File: config.mk
export PLATFORM = sky130hd
export DESIGN_NAME = hip_top
export DESIGN_NICKNAME = d
export VERILOG_FILES = /design/src/shared/hip_pkg.sv /design/src/rtl/hip_top.sv
export SDC_FILE = /design/constraint.sdc
export NUM_CORES = 1
export LEC_CHECK = 0
export BUFFER_PORTS_ARGS = -buffer_cell sky130_fd_sc_hd__buf_2
export CORE_ASPECT_RATIO = 0.5
export CORE_UTILIZATION = 55
export CTS_BUF_LIST = sky130_fd_sc_hd__clkbuf_8
export DETAILED_ROUTE_END_ITERATION = 8
export GPL_TIMING_DRIVEN = 0
export PLACE_DENSITY = 0.76
export SLEW_MARGIN = 20
export SYNTH_ARGS = -nofsm -noshare
export SYNTH_HDL_FRONTEND = slang
export SYNTH_SLANG_ARGS = --single-unit
File: constraint.sdc
create_clock -name core_clk -period 6.6 [get_ports core_clk]
set_input_delay 0.99 -clock core_clk [delete_from_list [all_inputs] [get_ports core_clk]]
set_output_delay 0.99 -clock core_clk [all_outputs]
set_load 0.005 [all_outputs]
File: src/shared/hip_pkg.sv
// package for the host interface select and parallel port block
// assumes a single 200 MHz core clock domain
package hip_pkg;
  localparam int unsigned CLK_PERIOD_PS   = 5000;
  localparam int unsigned RDY_HOLD_PS     = 10000;
  localparam int unsigned RDY_HOLD_CYC    = (RDY_HOLD_PS + CLK_PERIOD_PS - 1) / CLK_PERIOD_PS;
  localparam int unsigned ADDR_W          = 11;
  localparam int unsigned DATA_W          = 16;
  localparam int unsigned SRC_ADDR_W      = 6;
  localparam int unsigned MULT_M_W        = 5;
  localparam int unsigned MULT_N_W        = 6;
  localparam int unsigned M_HI            = 15;
  localparam int unsigned M_LO            = 11;
  localparam int unsigned N_HI            = 10;
  localparam int unsigned N_LO            = 5;
  localparam logic [1:0]  MODE_SEP_STROBE = 2'h0;
  localparam logic [1:0]  MODE_DATA_STROBE = 2'h1;
  localparam logic [1:0]  MODE_SPI        = 2'h2;
  localparam logic [1:0]  MODE_LINK       = 2'h3;
  localparam logic [2:0]  RDY_HOLD_INIT   = 3'(RDY_HOLD_CYC);
  typedef enum logic [2:0] {HIP_IDLE, HIP_ACCESS, HIP_HOLD, HIP_WAIT_END} hip_state_t;
endpackage

File: src/rtl/hip_top.sv
// parallel host port, strap capture and serial gating for the line interface device
// assumes: strobes/pins are asynchronous and synchronised here; register file outside
// Operation
// - straps sampled each reset; 00 separate strobes, 01 data strobe parallel
// - strap 11 selects serial control link, always slave
// - strap 10 selects spi, always slave
// - strap mode valid right after reset release, no software step
// - serial link mode takes source address bits 5:0 from address straps
// - serial modes take multiplier m from d15:11 and n from d10:5
// - register address space is eleven bits wide
// - parallel modes drive transfer acknowledge marking each access end
// - separate-strobe read: ready low once data stable, held after strobe rise
// - separate-strobe write: ready low after strobe fall, high after write done
// - bus width selectable 8 or 16 bits in both conventions
// - separate-strobe lane steering by high enable and address bit 0
// - data-strobe lane steering by low enable and address bit 0
// - word at even n: address n low lanes sep-strobe, high lanes data-strobe
// - constant latch strobe demultiplexed; toggling under 00 latches multiplexed address
// - byte and word accesses interleave freely
// - serial control link is three-wire framed message slave
// - serial access refused until multiplier locks; no ack, spi output tristate
`timescale 1ns/1ps
module hip_top
  import hip_pkg::*;
(
  input  wire logic                              core_clk,
  input  wire logic                              nrst,
  input  wire logic [1:0]                        host_mode_straps,
  input  wire logic                              bus_width_16,
  input  wire logic                              cs_n,
  input  wire logic                              rd_n,
  input  wire logic                              wr_n,
  input  wire logic                              ale,
  input  wire logic                              high_byte_enable_n,
  input  wire logic                              low_lane_enable_n,
  input  wire logic [hip_pkg::ADDR_W-1:0]        addr_in,
  input  wire logic [hip_pkg::DATA_W-1:0]        data_in,
  output logic      [hip_pkg::DATA_W-1:0]        data_out,
  output logic      [1:0]                        data_oe,
  output logic                                   transfer_ack_n,
  output logic                                   transfer_ack_oe,
  output logic      [hip_pkg::ADDR_W-1:0]        reg_addr,
  output logic                                   reg_rd,
  output logic                                   reg_wr,
  output logic      [hip_pkg::DATA_W-1:0]        reg_wdata,
  output logic      [1:0]                        reg_lane_en,
  input  wire logic [hip_pkg::DATA_W-1:0]        reg_rdata,
  input  wire logic                              reg_done,
  input  wire logic                              pll_locked,
  output logic      [1:0]                        host_mode,
  output logic                                   serial_link_en,
  output logic                                   spi_en,
  output logic      [hip_pkg::SRC_ADDR_W-1:0]    link_src_addr,
  output logic      [hip_pkg::MULT_M_W-1:0]      clock_mult_cfg_a,
  output logic      [hip_pkg::MULT_N_W-1:0]      clock_mult_cfg_b,
  output logic                                   strap_mult_valid,
  output logic                                   serial_access_ok,
  output logic                                   serial_data_out_oe_allow
);
  import hip_pkg::*;

  logic [1:0] rst_sync_q;
  logic       rst_n;
  always_ff @(posedge core_clk or negedge nrst) begin
    if (!nrst) rst_sync_q <= 2'h0;
    else       rst_sync_q <= {rst_sync_q[0], 1'b1};
  end
  assign rst_n = rst_sync_q[1];

  // two-flop synchronisers for all pin inputs; stage one is read only by stage two
  localparam int unsigned SW = 2 + 1 + 6 + ADDR_W + DATA_W + 1;
  logic [SW-1:0] pin_raw, s1_q, s2_q;
  assign pin_raw = {host_mode_straps, bus_width_16, cs_n, rd_n, wr_n, ale,
                    high_byte_enable_n, low_lane_enable_n, addr_in, data_in, pll_locked};
  always_ff @(posedge core_clk or negedge rst_n) begin
    if (!rst_n) begin
      s1_q <= '0;
      s2_q <= '0;
    end else begin
      s1_q <= pin_raw;
      s2_q <= s1_q;
    end
  end
  logic [1:0]        st_mode;
  logic              s_w16, s_cs_n, s_rd_n, s_wr_n, s_ale, s_bhe_n, s_ble_n, s_lock;
  logic [ADDR_W-1:0] s_addr;
  logic [DATA_W-1:0] s_data;
  assign {st_mode, s_w16, s_cs_n, s_rd_n, s_wr_n, s_ale, s_bhe_n, s_ble_n,
          s_addr, s_data, s_lock} = s2_q;

  // strap capture: once, two synchroniser cycles after every reset release
  logic                  cap_done_q, cap_done_d;
  logic [1:0]            mode_q, mode_d;
  logic [SRC_ADDR_W-1:0] src_q, src_d;
  logic [MULT_M_W-1:0]   m_q, m_d;
  logic [MULT_N_W-1:0]   n_q, n_d;
  logic [1:0]            warm_q, warm_d;
  always_comb begin
    cap_done_d = cap_done_q;
    mode_d     = mode_q;
    src_d      = src_q;
    m_d        = m_q;
    n_d        = n_q;
    warm_d     = warm_q;
    if (warm_q != 2'h2) warm_d = warm_q + 2'h1;
    else if (!cap_done_q) begin
      cap_done_d = 1'b1;
      mode_d     = st_mode;
      src_d      = s_addr[SRC_ADDR_W-1:0];
      m_d        = s_data[M_HI:M_LO];
      n_d        = s_data[N_HI:N_LO];
    end
  end
  always_ff @(posedge core_clk or negedge rst_n) begin
    if (!rst_n) begin
      cap_done_q <= 1'b0;
      mode_q     <= MODE_SEP_STROBE;
      src_q      <= '0;
      m_q        <= '0;
      n_q        <= '0;
      warm_q     <= 2'h0;
    end else begin
      cap_done_q <= cap_done_d;
      mode_q     <= mode_d;
      src_q      <= src_d;
      m_q        <= m_d;
      n_q        <= n_d;
      warm_q     <= warm_d;
    end
  end

  logic is_par, is_sep;
  assign is_par           = cap_done_q && !mode_q[1];
  assign is_sep           = mode_q == MODE_SEP_STROBE;
  assign host_mode        = mode_q;
  assign serial_link_en   = cap_done_q && mode_q == MODE_LINK;
  assign spi_en           = cap_done_q && mode_q == MODE_SPI;
  assign link_src_addr    = serial_link_en ? src_q : '0;
  assign strap_mult_valid = cap_done_q && mode_q[1];
  assign clock_mult_cfg_a = strap_mult_valid ? m_q : '0;
  assign clock_mult_cfg_b = strap_mult_valid ? n_q : '0;
  // no serial access, no ack and no spi drive before lock
  assign serial_access_ok         = mode_q[1] && cap_done_q && s_lock;
  assign serial_data_out_oe_allow = spi_en && s_lock;

  // lane decode shared by both conventions, returns {hi_lane, lo_lane}
  function automatic logic [1:0] lane_sel(input logic sep, input logic w16,
                                          input logic en_n, input logic a0);
    if (!w16)           lane_sel = 2'b01;
    else if (en_n & a0) lane_sel = 2'b00;
    else if (!en_n & !a0) lane_sel = 2'b11;
    else if (sep)       lane_sel = a0 ? 2'b10 : 2'b01;
    else                lane_sel = a0 ? 2'b01 : 2'b10;
  endfunction

  // multiplexed address latch on ale fall, only under separate strobes
  logic              ale_d1_q;
  logic [ADDR_W-1:0] lat_addr_q, lat_addr_d;
  logic              muxed_q, muxed_d;
  always_comb begin
    lat_addr_d = lat_addr_q;
    muxed_d    = muxed_q;
    if (is_sep && ale_d1_q && !s_ale) begin
      // the address rides on the data pins while ale pulses
      lat_addr_d = s_data[ADDR_W-1:0];
      muxed_d    = 1'b1;
    end
  end

  hip_state_t        st_q, st_d;
  logic [2:0]        hold_q, hold_d;
  logic              wr_cyc_q, wr_cyc_d;
  logic [1:0]        lanes_q, lanes_d;
  logic [ADDR_W-1:0] ra_q, ra_d;
  logic [DATA_W-1:0] rdat_q, rdat_d;
  logic              ack_q, ack_d;
  logic              rd_q, rd_d, wr_q, wr_d;
  logic [DATA_W-1:0] wd_q, wd_d;
  logic              swap_q, swap_d;
  logic              strobe_rd, strobe_wr, ds_n, en_n;
  logic [ADDR_W-1:0] acc_addr;
  // data strobe convention: rd_n is the strobe, wr_n carries read-not-write
  assign ds_n      = s_rd_n;
  assign strobe_rd = is_sep ? !s_rd_n : (!ds_n && s_wr_n);
  assign strobe_wr = is_sep ? !s_wr_n : (!ds_n && !s_wr_n);
  assign en_n      = is_sep ? s_bhe_n : s_ble_n;
  assign acc_addr  = muxed_q ? lat_addr_q : s_addr;

  always_comb begin
    st_d     = st_q;
    hold_d   = hold_q;
    wr_cyc_d = wr_cyc_q;
    lanes_d  = lanes_q;
    ra_d     = ra_q;
    rdat_d   = rdat_q;
    ack_d    = 1'b0;
    rd_d     = 1'b0;
    wr_d     = 1'b0;
    wd_d     = wd_q;
    swap_d   = swap_q;
    unique case (st_q)
      HIP_IDLE: begin
        if (is_par && !s_cs_n && (strobe_rd || strobe_wr)) begin
          lanes_d  = lane_sel(is_sep, s_w16, en_n, acc_addr[0]);
          ra_d     = {acc_addr[ADDR_W-1:1], acc_addr[0] & ~s_w16};
          wr_cyc_d = strobe_wr;
          wd_d     = s_data;
          swap_d   = s_w16 ? !is_sep : acc_addr[0];
          st_d     = HIP_ACCESS;
        end
      end
      HIP_ACCESS: begin
        if (lanes_q == 2'b00) begin
          ack_d = 1'b1;                           // no transfer, still finish handshake
          st_d  = HIP_WAIT_END;
        end else if (wr_cyc_q) begin
          ack_d = 1'b1;
          // the write lands only once the strobe is gone, so ack can span it
          if (!strobe_wr) begin
            wr_d = 1'b1;
            st_d = HIP_WAIT_END;
          end
        end else begin
          rd_d = 1'b1;
          if (reg_done) begin
            rdat_d = reg_rdata;
            st_d   = HIP_WAIT_END;
          end
        end
      end
      HIP_WAIT_END: begin
        // read: ack once data is registered; write: ack stays on until the write completed, then drops
        ack_d = wr_cyc_q ? !reg_done && lanes_q != 2'b00 : 1'b1;
        if (wr_cyc_q && (reg_done || lanes_q == 2'b00)) ack_d = 1'b0;
        if (!wr_cyc_q || lanes_q == 2'b00) ack_d = 1'b1;
        if (!strobe_rd && !strobe_wr && (!wr_cyc_q || !ack_q || lanes_q == 2'b00)) begin
          hold_d = RDY_HOLD_INIT;
          st_d   = HIP_HOLD;
        end
      end
      HIP_HOLD: begin
        ack_d = !wr_cyc_q;
        if (hold_q <= 3'h1) begin
          ack_d = 1'b0;
          st_d  = HIP_IDLE;
        end else hold_d = hold_q - 3'h1;
      end
      default: st_d = HIP_IDLE;
    endcase
  end

  always_ff @(posedge core_clk or negedge rst_n) begin
    if (!rst_n) begin
      ale_d1_q   <= 1'b0;
      lat_addr_q <= '0;
      muxed_q    <= 1'b0;
      st_q       <= HIP_IDLE;
      hold_q     <= 3'h0;
      wr_cyc_q   <= 1'b0;
      lanes_q    <= 2'h0;
      ra_q       <= '0;
      rdat_q     <= '0;
      ack_q      <= 1'b0;
      rd_q       <= 1'b0;
      wr_q       <= 1'b0;
      wd_q       <= '0;
      swap_q     <= 1'b0;
    end else begin
      ale_d1_q   <= s_ale;
      lat_addr_q <= lat_addr_d;
      muxed_q    <= muxed_d;
      st_q       <= st_d;
      hold_q     <= hold_d;
      wr_cyc_q   <= wr_cyc_d;
      lanes_q    <= lanes_d;
      ra_q       <= ra_d;
      rdat_q     <= rdat_d;
      ack_q      <= ack_d;
      rd_q       <= rd_d;
      wr_q       <= wr_d;
      wd_q       <= wd_d;
      swap_q     <= swap_d;
    end
  end

  // word at even n: n on low lanes for separate strobes, high lanes for data strobe
  assign reg_addr    = ra_q;
  assign reg_rd      = rd_q;
  assign reg_wr      = wr_q;
  // register side keeps the even byte on lane 0; odd bytes on an 8-bit bus swap too
  assign reg_lane_en = swap_q ? {lanes_q[0], lanes_q[1]} : lanes_q;
  assign reg_wdata   = swap_q ? {wd_q[7:0], wd_q[15:8]} : wd_q;
  assign data_out    = swap_q ? {rdat_q[7:0], rdat_q[15:8]} : rdat_q;
  // bus released whenever no read cycle is running
  assign data_oe     = (!wr_cyc_q && st_q != HIP_IDLE && st_q != HIP_ACCESS &&
                        !s_cs_n) ? lanes_q : 2'b00;
  // ready is low-active when acknowledging; drive only in parallel modes
  assign transfer_ack_n  = !ack_q;
  assign transfer_ack_oe = is_par;

  ack_release_a: assert property (@(posedge core_clk) disable iff (!rst_n)
    (st_q == HIP_IDLE) |=> !ack_q || st_q != HIP_IDLE)
    else $error("acknowledge active while idle");
  serial_gate_a: assert property (@(posedge core_clk) disable iff (!rst_n)
    !s_lock |-> !serial_data_out_oe_allow && !serial_access_ok)
    else $error("serial access before lock");
  mode_stable_a: assert property (@(posedge core_clk) disable iff (!rst_n)
    cap_done_q |=> cap_done_q && $stable(mode_q))
    else $error("strap mode changed without reset");
  cap_time_a: assert property (@(posedge core_clk) disable iff (!rst_n)
    $rose(rst_n) |-> ##3 cap_done_q)
    else $error("strap capture late");
  par_only_ack_a: assert property (@(posedge core_clk) disable iff (!rst_n)
    ack_q |-> is_par)
    else $error("acknowledge outside parallel mode");
  no_xfer_a: assert property (@(posedge core_clk) disable iff (!rst_n)
    (lanes_q == 2'b00) |-> !reg_rd && !reg_wr)
    else $error("transfer with no lanes");
  mult_src_a: assert property (@(posedge core_clk) disable iff (!rst_n)
    !strap_mult_valid |-> clock_mult_cfg_a == '0 && clock_mult_cfg_b == '0)
    else $error("strap multiplier used in parallel mode");
  src_addr_a: assert property (@(posedge core_clk) disable iff (!rst_n)
    !serial_link_en |-> link_src_addr == '0)
    else $error("source address outside link mode");
endmodule // hip_top

Yosys cells after proc, flatten, opt, wreduce, memory -nomap -nowiden

Cells that the tools add are included.

Register bits: 167
Input port bits: 56
Output and inout bits: 75

$add $sub $neg: 2
$lt $le $gt $ge: 1
Equal/unequal tests: 13
Multiplexer cells: 42
Bitwise operators: 8
Reduce and logical (&&, ||, !) cells: 48

Operator list:

| operator           | number |
|---|---|
| $mux 16            | 2 |
| $mux 3             | 8 |
| $logic_and 1x1->1  | 19 |
| $mux 1             | 17 |
| $mux 2             | 8 |
| $logic_not 1->1    | 13 |
| $mux 6             | 2 |
| $pmux 3 s4         | 1 |
| $mux 11            | 1 |
| $ne 2x2->1 const B | 5 |
| $ne 4x4->1 const B | 2 |
| $eq 3x2->1 const B | 2 |
| $pmux 3 s2         | 1 |
| $logic_or 1x1->1   | 5 |
| $mux 5             | 1 |
| $not 1->1          | 5 |
| $reduce_and 5->1   | 1 |
| $eq 2x2->1 const B | 2 |
| $logic_not 2->1    | 2 |
| $reduce_and 2->1   | 2 |
| $reduce_and 4->1   | 1 |
| $reduce_bool 2->1  | 2 |
| $and 1x1->1        | 3 |
| $eq 3x1->1 const B | 1 |
| other kinds (8)    | 8 |

Depth between registers and ports, before layout

Gate-level depths: netlist of the first run.

Depth in word-level cells: 8
Depth in mapped cells: 6
Mapped depth without buffers: 6

Worst setup path before layout of the first run

Ideal clock, no wire load.

Kind: register -> output
From: reg swap_q
To: out data_out[10] in the netlist's numbering
Arrival: 1.295 ns
Path slack: 4.315 ns
Stages on the path, launching flop included: 4
Path through: dfrtp_1 clkbuf_1 clkbuf_1 mux2_2

Cells in the longest elaborated chain, start to end: 1

Ends and longest elaborated chain:

| what                   | RTL line       | RTL |
|---|---|---|
| from (decl)            | hip_top.sv:179 | `logic swap_q, swap_d;` |
| from (signal assigned) | hip_top.sv:282 | `swap_q <= swap_d;` |
| $mux 16                | hip_top.sv:293 | `assign data_out = swap_q ? {rdat_q[7:0], rdat_q[15:8]} : rdat_q;` |
| to (decl)              | hip_top.sv:38  | `output logic [hip_pkg::DATA_W-1:0] data_out,` |

Every way passes these cells.

Final worst setup path of the first run

From: reg swap_q
To: out reg_wdata[10] in the netlist's numbering

Cells in the longest elaborated chain, start to end: 1

Ends and longest elaborated chain:

| what      | RTL line       | RTL |
|---|---|---|
| $mux 16   | hip_top.sv:292 | `assign reg_wdata = swap_q ? {wd_q[7:0], wd_q[15:8]} : wd_q;` |
| to (decl) | hip_top.sv:45  | `output logic [hip_pkg::DATA_W-1:0] reg_wdata,` |

Every way passes these cells.

==> results.toml, run 1 <==
[status]
status = "finished clean"

[clock_network]
h-tree-depth = 4
clockBufferDepth = 2
clk_latency_ns = 0.45
post_cts_resized = 0
holdBufCountCts = 0
tritoncts = "yes"
clk_pin_slew_ns = 0.10
cts_buffers = 17
cts_sinks = 166
clock-root-buffer = "clkbuf_8"
postCtsSetupBuffers = 0

[timing]
finalClockSkew_ns = 0.0117
fin_crit_sh_pct = 50.5
tns_ns = 0
slew_headroom_pct = 48.1
setup_viol = 0
max_slew.worst_pin.slew_ns = 0.778
rsz0062_at_grt = "no"
timing.fmax_ghz = 0.300
finalCriticalPeriod_ns = 3.33
maxSlewViolCount = 0
hold_violations = 0

[grt]
grt_max_degree = 46
grt_pass1_wl_mm = 19.5
antenna_found_initial = 0
gr-total-overflow = 0
grt_pass1_vias = 3750
grt_use_total_pct = 22.9

[drt]
dr_wl_met3_um = 517
dr_total_vias = 3630
dr_wl_met2_mm = 5.65
antenna_left = 0
top_layer_used = "met4"
wl_met1_mm = 5.76
drc = 0
dr.pass1.iters = 4
routed_via_density = 5.11
post_drt_wl_per_cell_um = 16.9
dr.first_iter.drc_count = 173
wl_mm = 12.0

[floorplan]
rows = 26
ioPinCount = 131
coreArea_um2 = 10500
dieWidth_um = 152
start_util_pct = 58.4
dieArea_um2 = 11600
die_h_um = 76.8

[placement]
placed_area_um2 = 7050
hpwl_mm = 8.34
gp_congestion = 0.805
port_buffers = 130

[synth]
syn-cell-area_um2 = 6160
synth_cell_types = 39
syn_nets = 465
ys_ff_latch = 166
ys_seq_area_share_pct = 67.5
postSynthAreaPerCell_um2 = 15.2
syn_inst = 406
synth_warnings = 0

[hold_path]
hp-class = "in2async"

[worst_setup_path]
rrSetupSlack_ns = 4.52
critical-path-slowest-cell = "buf_1"
critical_path.top_delay_family = "buffers and inverters"
max_stage_delay_ns = 0.65
path_cells = "clkbuf_1, buf_1, mux2_2, buf_2"
crit_required_ns = 5.61
crit_type = "reg2out"
end_kind = "output port"
timing.rr.start = "cap_done_q"
cp.arrival_ns = 2.34
reg2reg_depth = 4
r2r_end = "wd_q[0]"
crit_path_max_fanout = 10
cp_num_buf_inv = 3
start_kind = "flop"

[final_layout]
layout-drive-gt1-share_pct = 49.4
diodes = 0
nFillCells = 757
area_growth_syn_to_layout_pct = 21.1
final_net_count = 617
design_area_um2 = 7460

[power]
p_leak_nw = 3.61
ir_drop_mv = 0.174
powerDensity_nw_per_um2 = 392
finalPower_mw = 2.93

[run]
cap_violations = 0
-- sequential cells by signal, summed over array words and instances, names as in the netlist, 3 cells and up --
register and cells:
wd_q 16, reg_addr 11, src_q 6, m_q 5, lat_addr_q 11, hold_q 3
n_q 6, s2_q 37, s1_q 37, rdat_q 16
-- how the worst max path moves through the flow --
stage / from / to / slack (ns) / cells after the start
after floorplan: rst_sync_q[1] / ack_q / 1.63 / 0
after global placement: rst_sync_q[1] / rdat_q[14] / 0.01 / 0
after detailed placement: swap_q / reg_wdata[10] / 3.73 / 4
after CTS: swap_q / reg_wdata[10] / 3.24 / 4
after global routing: swap_q / reg_wdata[10] / 3.11 / 4
final: swap_q / reg_wdata[10] / 3.27 / 4
-- placed cells by master, fill, tap and decap left out, types with 7 or more instances in the layout --
cell type / count
a21oi_1: 16
and2_1: 7
and3_1: 13
buf_2: 133
clkbuf_1: 9
clkbuf_8: 17
dfrtp_1: 165
inv_1: 8
mux2_2: 100
mux2i_1: 11
nor2_1: 18
o21ai_0: 11
-- where the power goes --
group / internal (mW) / switching (mW)
sequential: 1.22 / 0.147
clock: 0.317 / 0.407
combinational: 0.474 / 0.362
total: 2.01 / 0.917
-- layout make-up --
type	instances	area, um^2	area share [%]
clock inverter	15	170	2.28
sequential	166	4160	55.8
multi-input combinational	215	1870	25.1
tap	140	175	2.35
timing repair buffer	133	718	9.63
clock buffer	17	234	3.14
inverter	7	26.3	0.352
buffer	18	101	1.36
-- worst register-to-register path, delay by kind of cell, from the launching register on --
kind	cells	cell delay, ns
buffers and inverters	1	0.23
flip-flops	1	0.51
multiplexers	1	0.36
AND/OR/NAND/NOR	2	0.87
-- metrics by stage --
stage                     setup WS, ns  hold slack (ns)  instances  utilization (%)
after floorplan                   1.63            0.331        406                -
after global placement          0.0133            0.332        676             66.2
after detailed placement          3.73            0.319        679             66.9
after CTS                         3.24            0.277        711             70.8
after global routing              3.11            0.267        711             70.8
final                             3.27            0.303        711             70.8
-- cells by family (layout without fill, tap and decap cells) --
family	after synthesis	after routing	share of synthesized area, %
xor+xnor	1	1	0.142
simple gates	61	61	5.81
mux	111	111	20.1
buf+inv	25	190	2.07
flops	166	166	67.5
fa+ha+maj	3	3	0.610
other cells	1	1	0.0609
compound gates	38	38	3.74
-- synth_stat cells --
cell	instances	area, um^2
nor4bb_1	2	20.0
or2_2	3	18.8
o2bb2ai_1	1	8.76
dfrtp_1	166	4150
or3_1	1	6.26
a22o_1	1	8.76
mux2_2	100	1130
xnor2_1	1	8.76
a21o_1	2	15.0
nand4_1	1	6.26
nor3_2	1	10.0
or4b_1	1	10.0
and3_1	13	81.3
conb_1	1	3.75
o21ba_2	1	10.0
nor3_1	2	10.0
nor2b_1	4	25.0
nor2_1	18	67.6
clkbuf_1	9	33.8
and2_1	7	43.8
buf_4	2	15.0
nand2_1	3	11.3
and2b_1	1	7.51
nor3b_2	1	12.5
o211ai_1	1	7.51
a21boi_0	1	7.51
o21ai_0	11	55.1
o21a_1	2	15.0
mux2i_1	11	110
nor3_4	1	16.3
a21oi_1	16	80.1
nand3_1	1	5.00
nand2b_1	1	6.26
buf_6	3	33.8
inv_1	7	26.3
buf_1	1	3.75
o221a_2	2	22.5
ha_1	3	37.5
buf_2	3	15.0
-- metal layers --
layer  global-route usage [%]  vias to the layer above
met1                     31.5                     1825
li1                         -                     1710
met3                     5.42                       11
met4                     7.72                        0
met2                     35.8                       84
met5                        0                        -
Note: power is estimated with default switching activity, not from simulation.
==> run 2: changes to the inputs <==
==> constraint.sdc (replaced) <==
create_clock -name core_clk -period 3.5 [get_ports core_clk]
set_input_delay 0.525 -clock core_clk [delete_from_list [all_inputs] [get_ports core_clk]]
set_output_delay 0.525 -clock core_clk [all_outputs]
set_load 0.005 [all_outputs]
==> results.toml, run 2 (same netlist as run 1, synthesis figures left out) <==
[status]
status = "finished clean"

[final_layout]
layout_common_cells = "165 x dfrtp_1, 133 x buf_2, 100 x mux2_2, 18 x nor2_1, 18 x clkbuf_8"
final_net_count = 617
diodes = 0
area_growth_syn_to_layout_pct = 21.1
mostFrequentLayoutCell = "dfrtp_1"
reg_top3 = "s1_q (37), s2_q (37)"
layout-drive-gt1-share_pct = 49.4

[placement]
hpwl_mm = 8.03
preCtsSetupSlack_ns = 1.12
port_buffers = 130
gp_congestion = 0.803

[timing]
timing.fmax_ghz = 0.349
finalClockSkew_ns = 0.0113
fin_crit_sh_pct = 81.8
finalCriticalPeriod_ns = 2.86
hold_violations = 0
max_slew.worst_pin.slew_ns = 0.781
fin_ws_ns = 0.635
whs_ns = 0.180
maxSlewViolCount = 0
tns_ns = 0
setup_viol = 0
rsz0062_at_grt = "no"
slew_headroom_pct = 47.9

[drt]
dr_total_vias = 3687
routed_via_density = 5.19
drc = 0
dr.pass1.iters = 4
antenna_left = 0
wl_mm = 11.8
post_drt_wl_per_cell_um = 16.6
dr.first_iter.drc_count = 138

[grt]
grt_pass1_vias = 3839
grt_max_degree = 58
gr-total-overflow = 0
grt_use_total_pct = 22.2
antenna_found_initial = 0
grt_pass1_wl_mm = 19.2

[worst_setup_path]
crit_required_ns = 2.97
crit_path_max_fanout = 10
rrSetupSlack_ns = 1.45
cp.arrival_ns = 2.34
end_kind = "output port"
start_kind = "flop"
crit_type = "reg2out"

[clock_network]
postCtsSetupBuffers = 0
cts_sinks = 166
cts_buffers = 17
post_cts_resized = 0
clk_pin_slew_ns = 0.10
clock-root-buffer = "clkbuf_8"
holdBufCountCts = 1
clockBufferDepth = 2
h-tree-depth = 4
tritoncts = "yes"
clk_latency_ns = 0.44

[power]
ir_drop_mv = 0.393
finalPower_mw = 5.53
powerDensity_nw_per_um2 = 742
p_leak_nw = 3.61

[floorplan]
rows = 26
start_util_pct = 58.4
dieArea_um2 = 11600
die_h_um = 76.8
ioPinCount = 131
dieWidth_um = 152
coreArea_um2 = 10500

[run]
cap_violations = 0

[hold_path]
hp-class = "in2reg"
[run 2: cell types whose count changed in the layout (fill, tap and decap cells not counted)]
cell / delta
inv_6: +3
buf_16: +1
dlygate4sd3_1: +1
clkinv_4: -2
buf_12: -2
clkinv_8: -2
inv_8: +1
inv_1: -1
clkbuf_8: +1
[run 2: through the flow]
stage               utilization [%]  cells  area, um^2
global placement               66.3    676        6980
global route                   70.7    711        7450
floorplan                         -    406        6160
detailed placement             66.8    678        7040
finish                         70.7    711        7450
CTS                            70.7    711        7450
[run 2: path summary, 6_finish.rpt]
check,from,to,cells past startpoint
max,swap_q,reg_wdata[2],4
min,addr_in[10],s1_q[27],1
max reg2reg,cap_done_q,wd_q[5],4
min reg2reg,s1_q[9],s2_q[9],0
max in group asynchronous,rst_sync_q[1],cap_done_q,2
min in group asynchronous,rst_sync_q[1],s1_q[19],0
[run 2: critical path, cell delays in order, from the launching register on]
cell and delay (ns):
dfrtp_1 0.33, clkbuf_1 0.36, clkbuf_1 0.65, mux2_2 0.43
buf_2 0.13
[run 2: per-layer routing]
metal,part of all wire (%),up-vias,track usage (%)
met1,47,1863,30.9
met3,5.3,9,5.77
met5,0,-,0
met4,0.64,0,6.04
met2,47,102,35.0
li1,-,1713,-
[run 2: cell type report]
type	instances	area, um^2
sequential	166	4160
fill	749	3090
multi-input combinational	215	1870
timing repair buffer	133	716
clock buffer	18	248
tap	140	175
clock inverter	14	154
buffer	18	101
inverter	7	26.3
[run 2: power breakdown]
part / switching, mW / total, mW / internal [mW]
clock network: 0.753 / 1.37 / 0.618
logic: 0.687 / 1.58 / 0.893
registers: 0.281 / 2.58 / 2.30
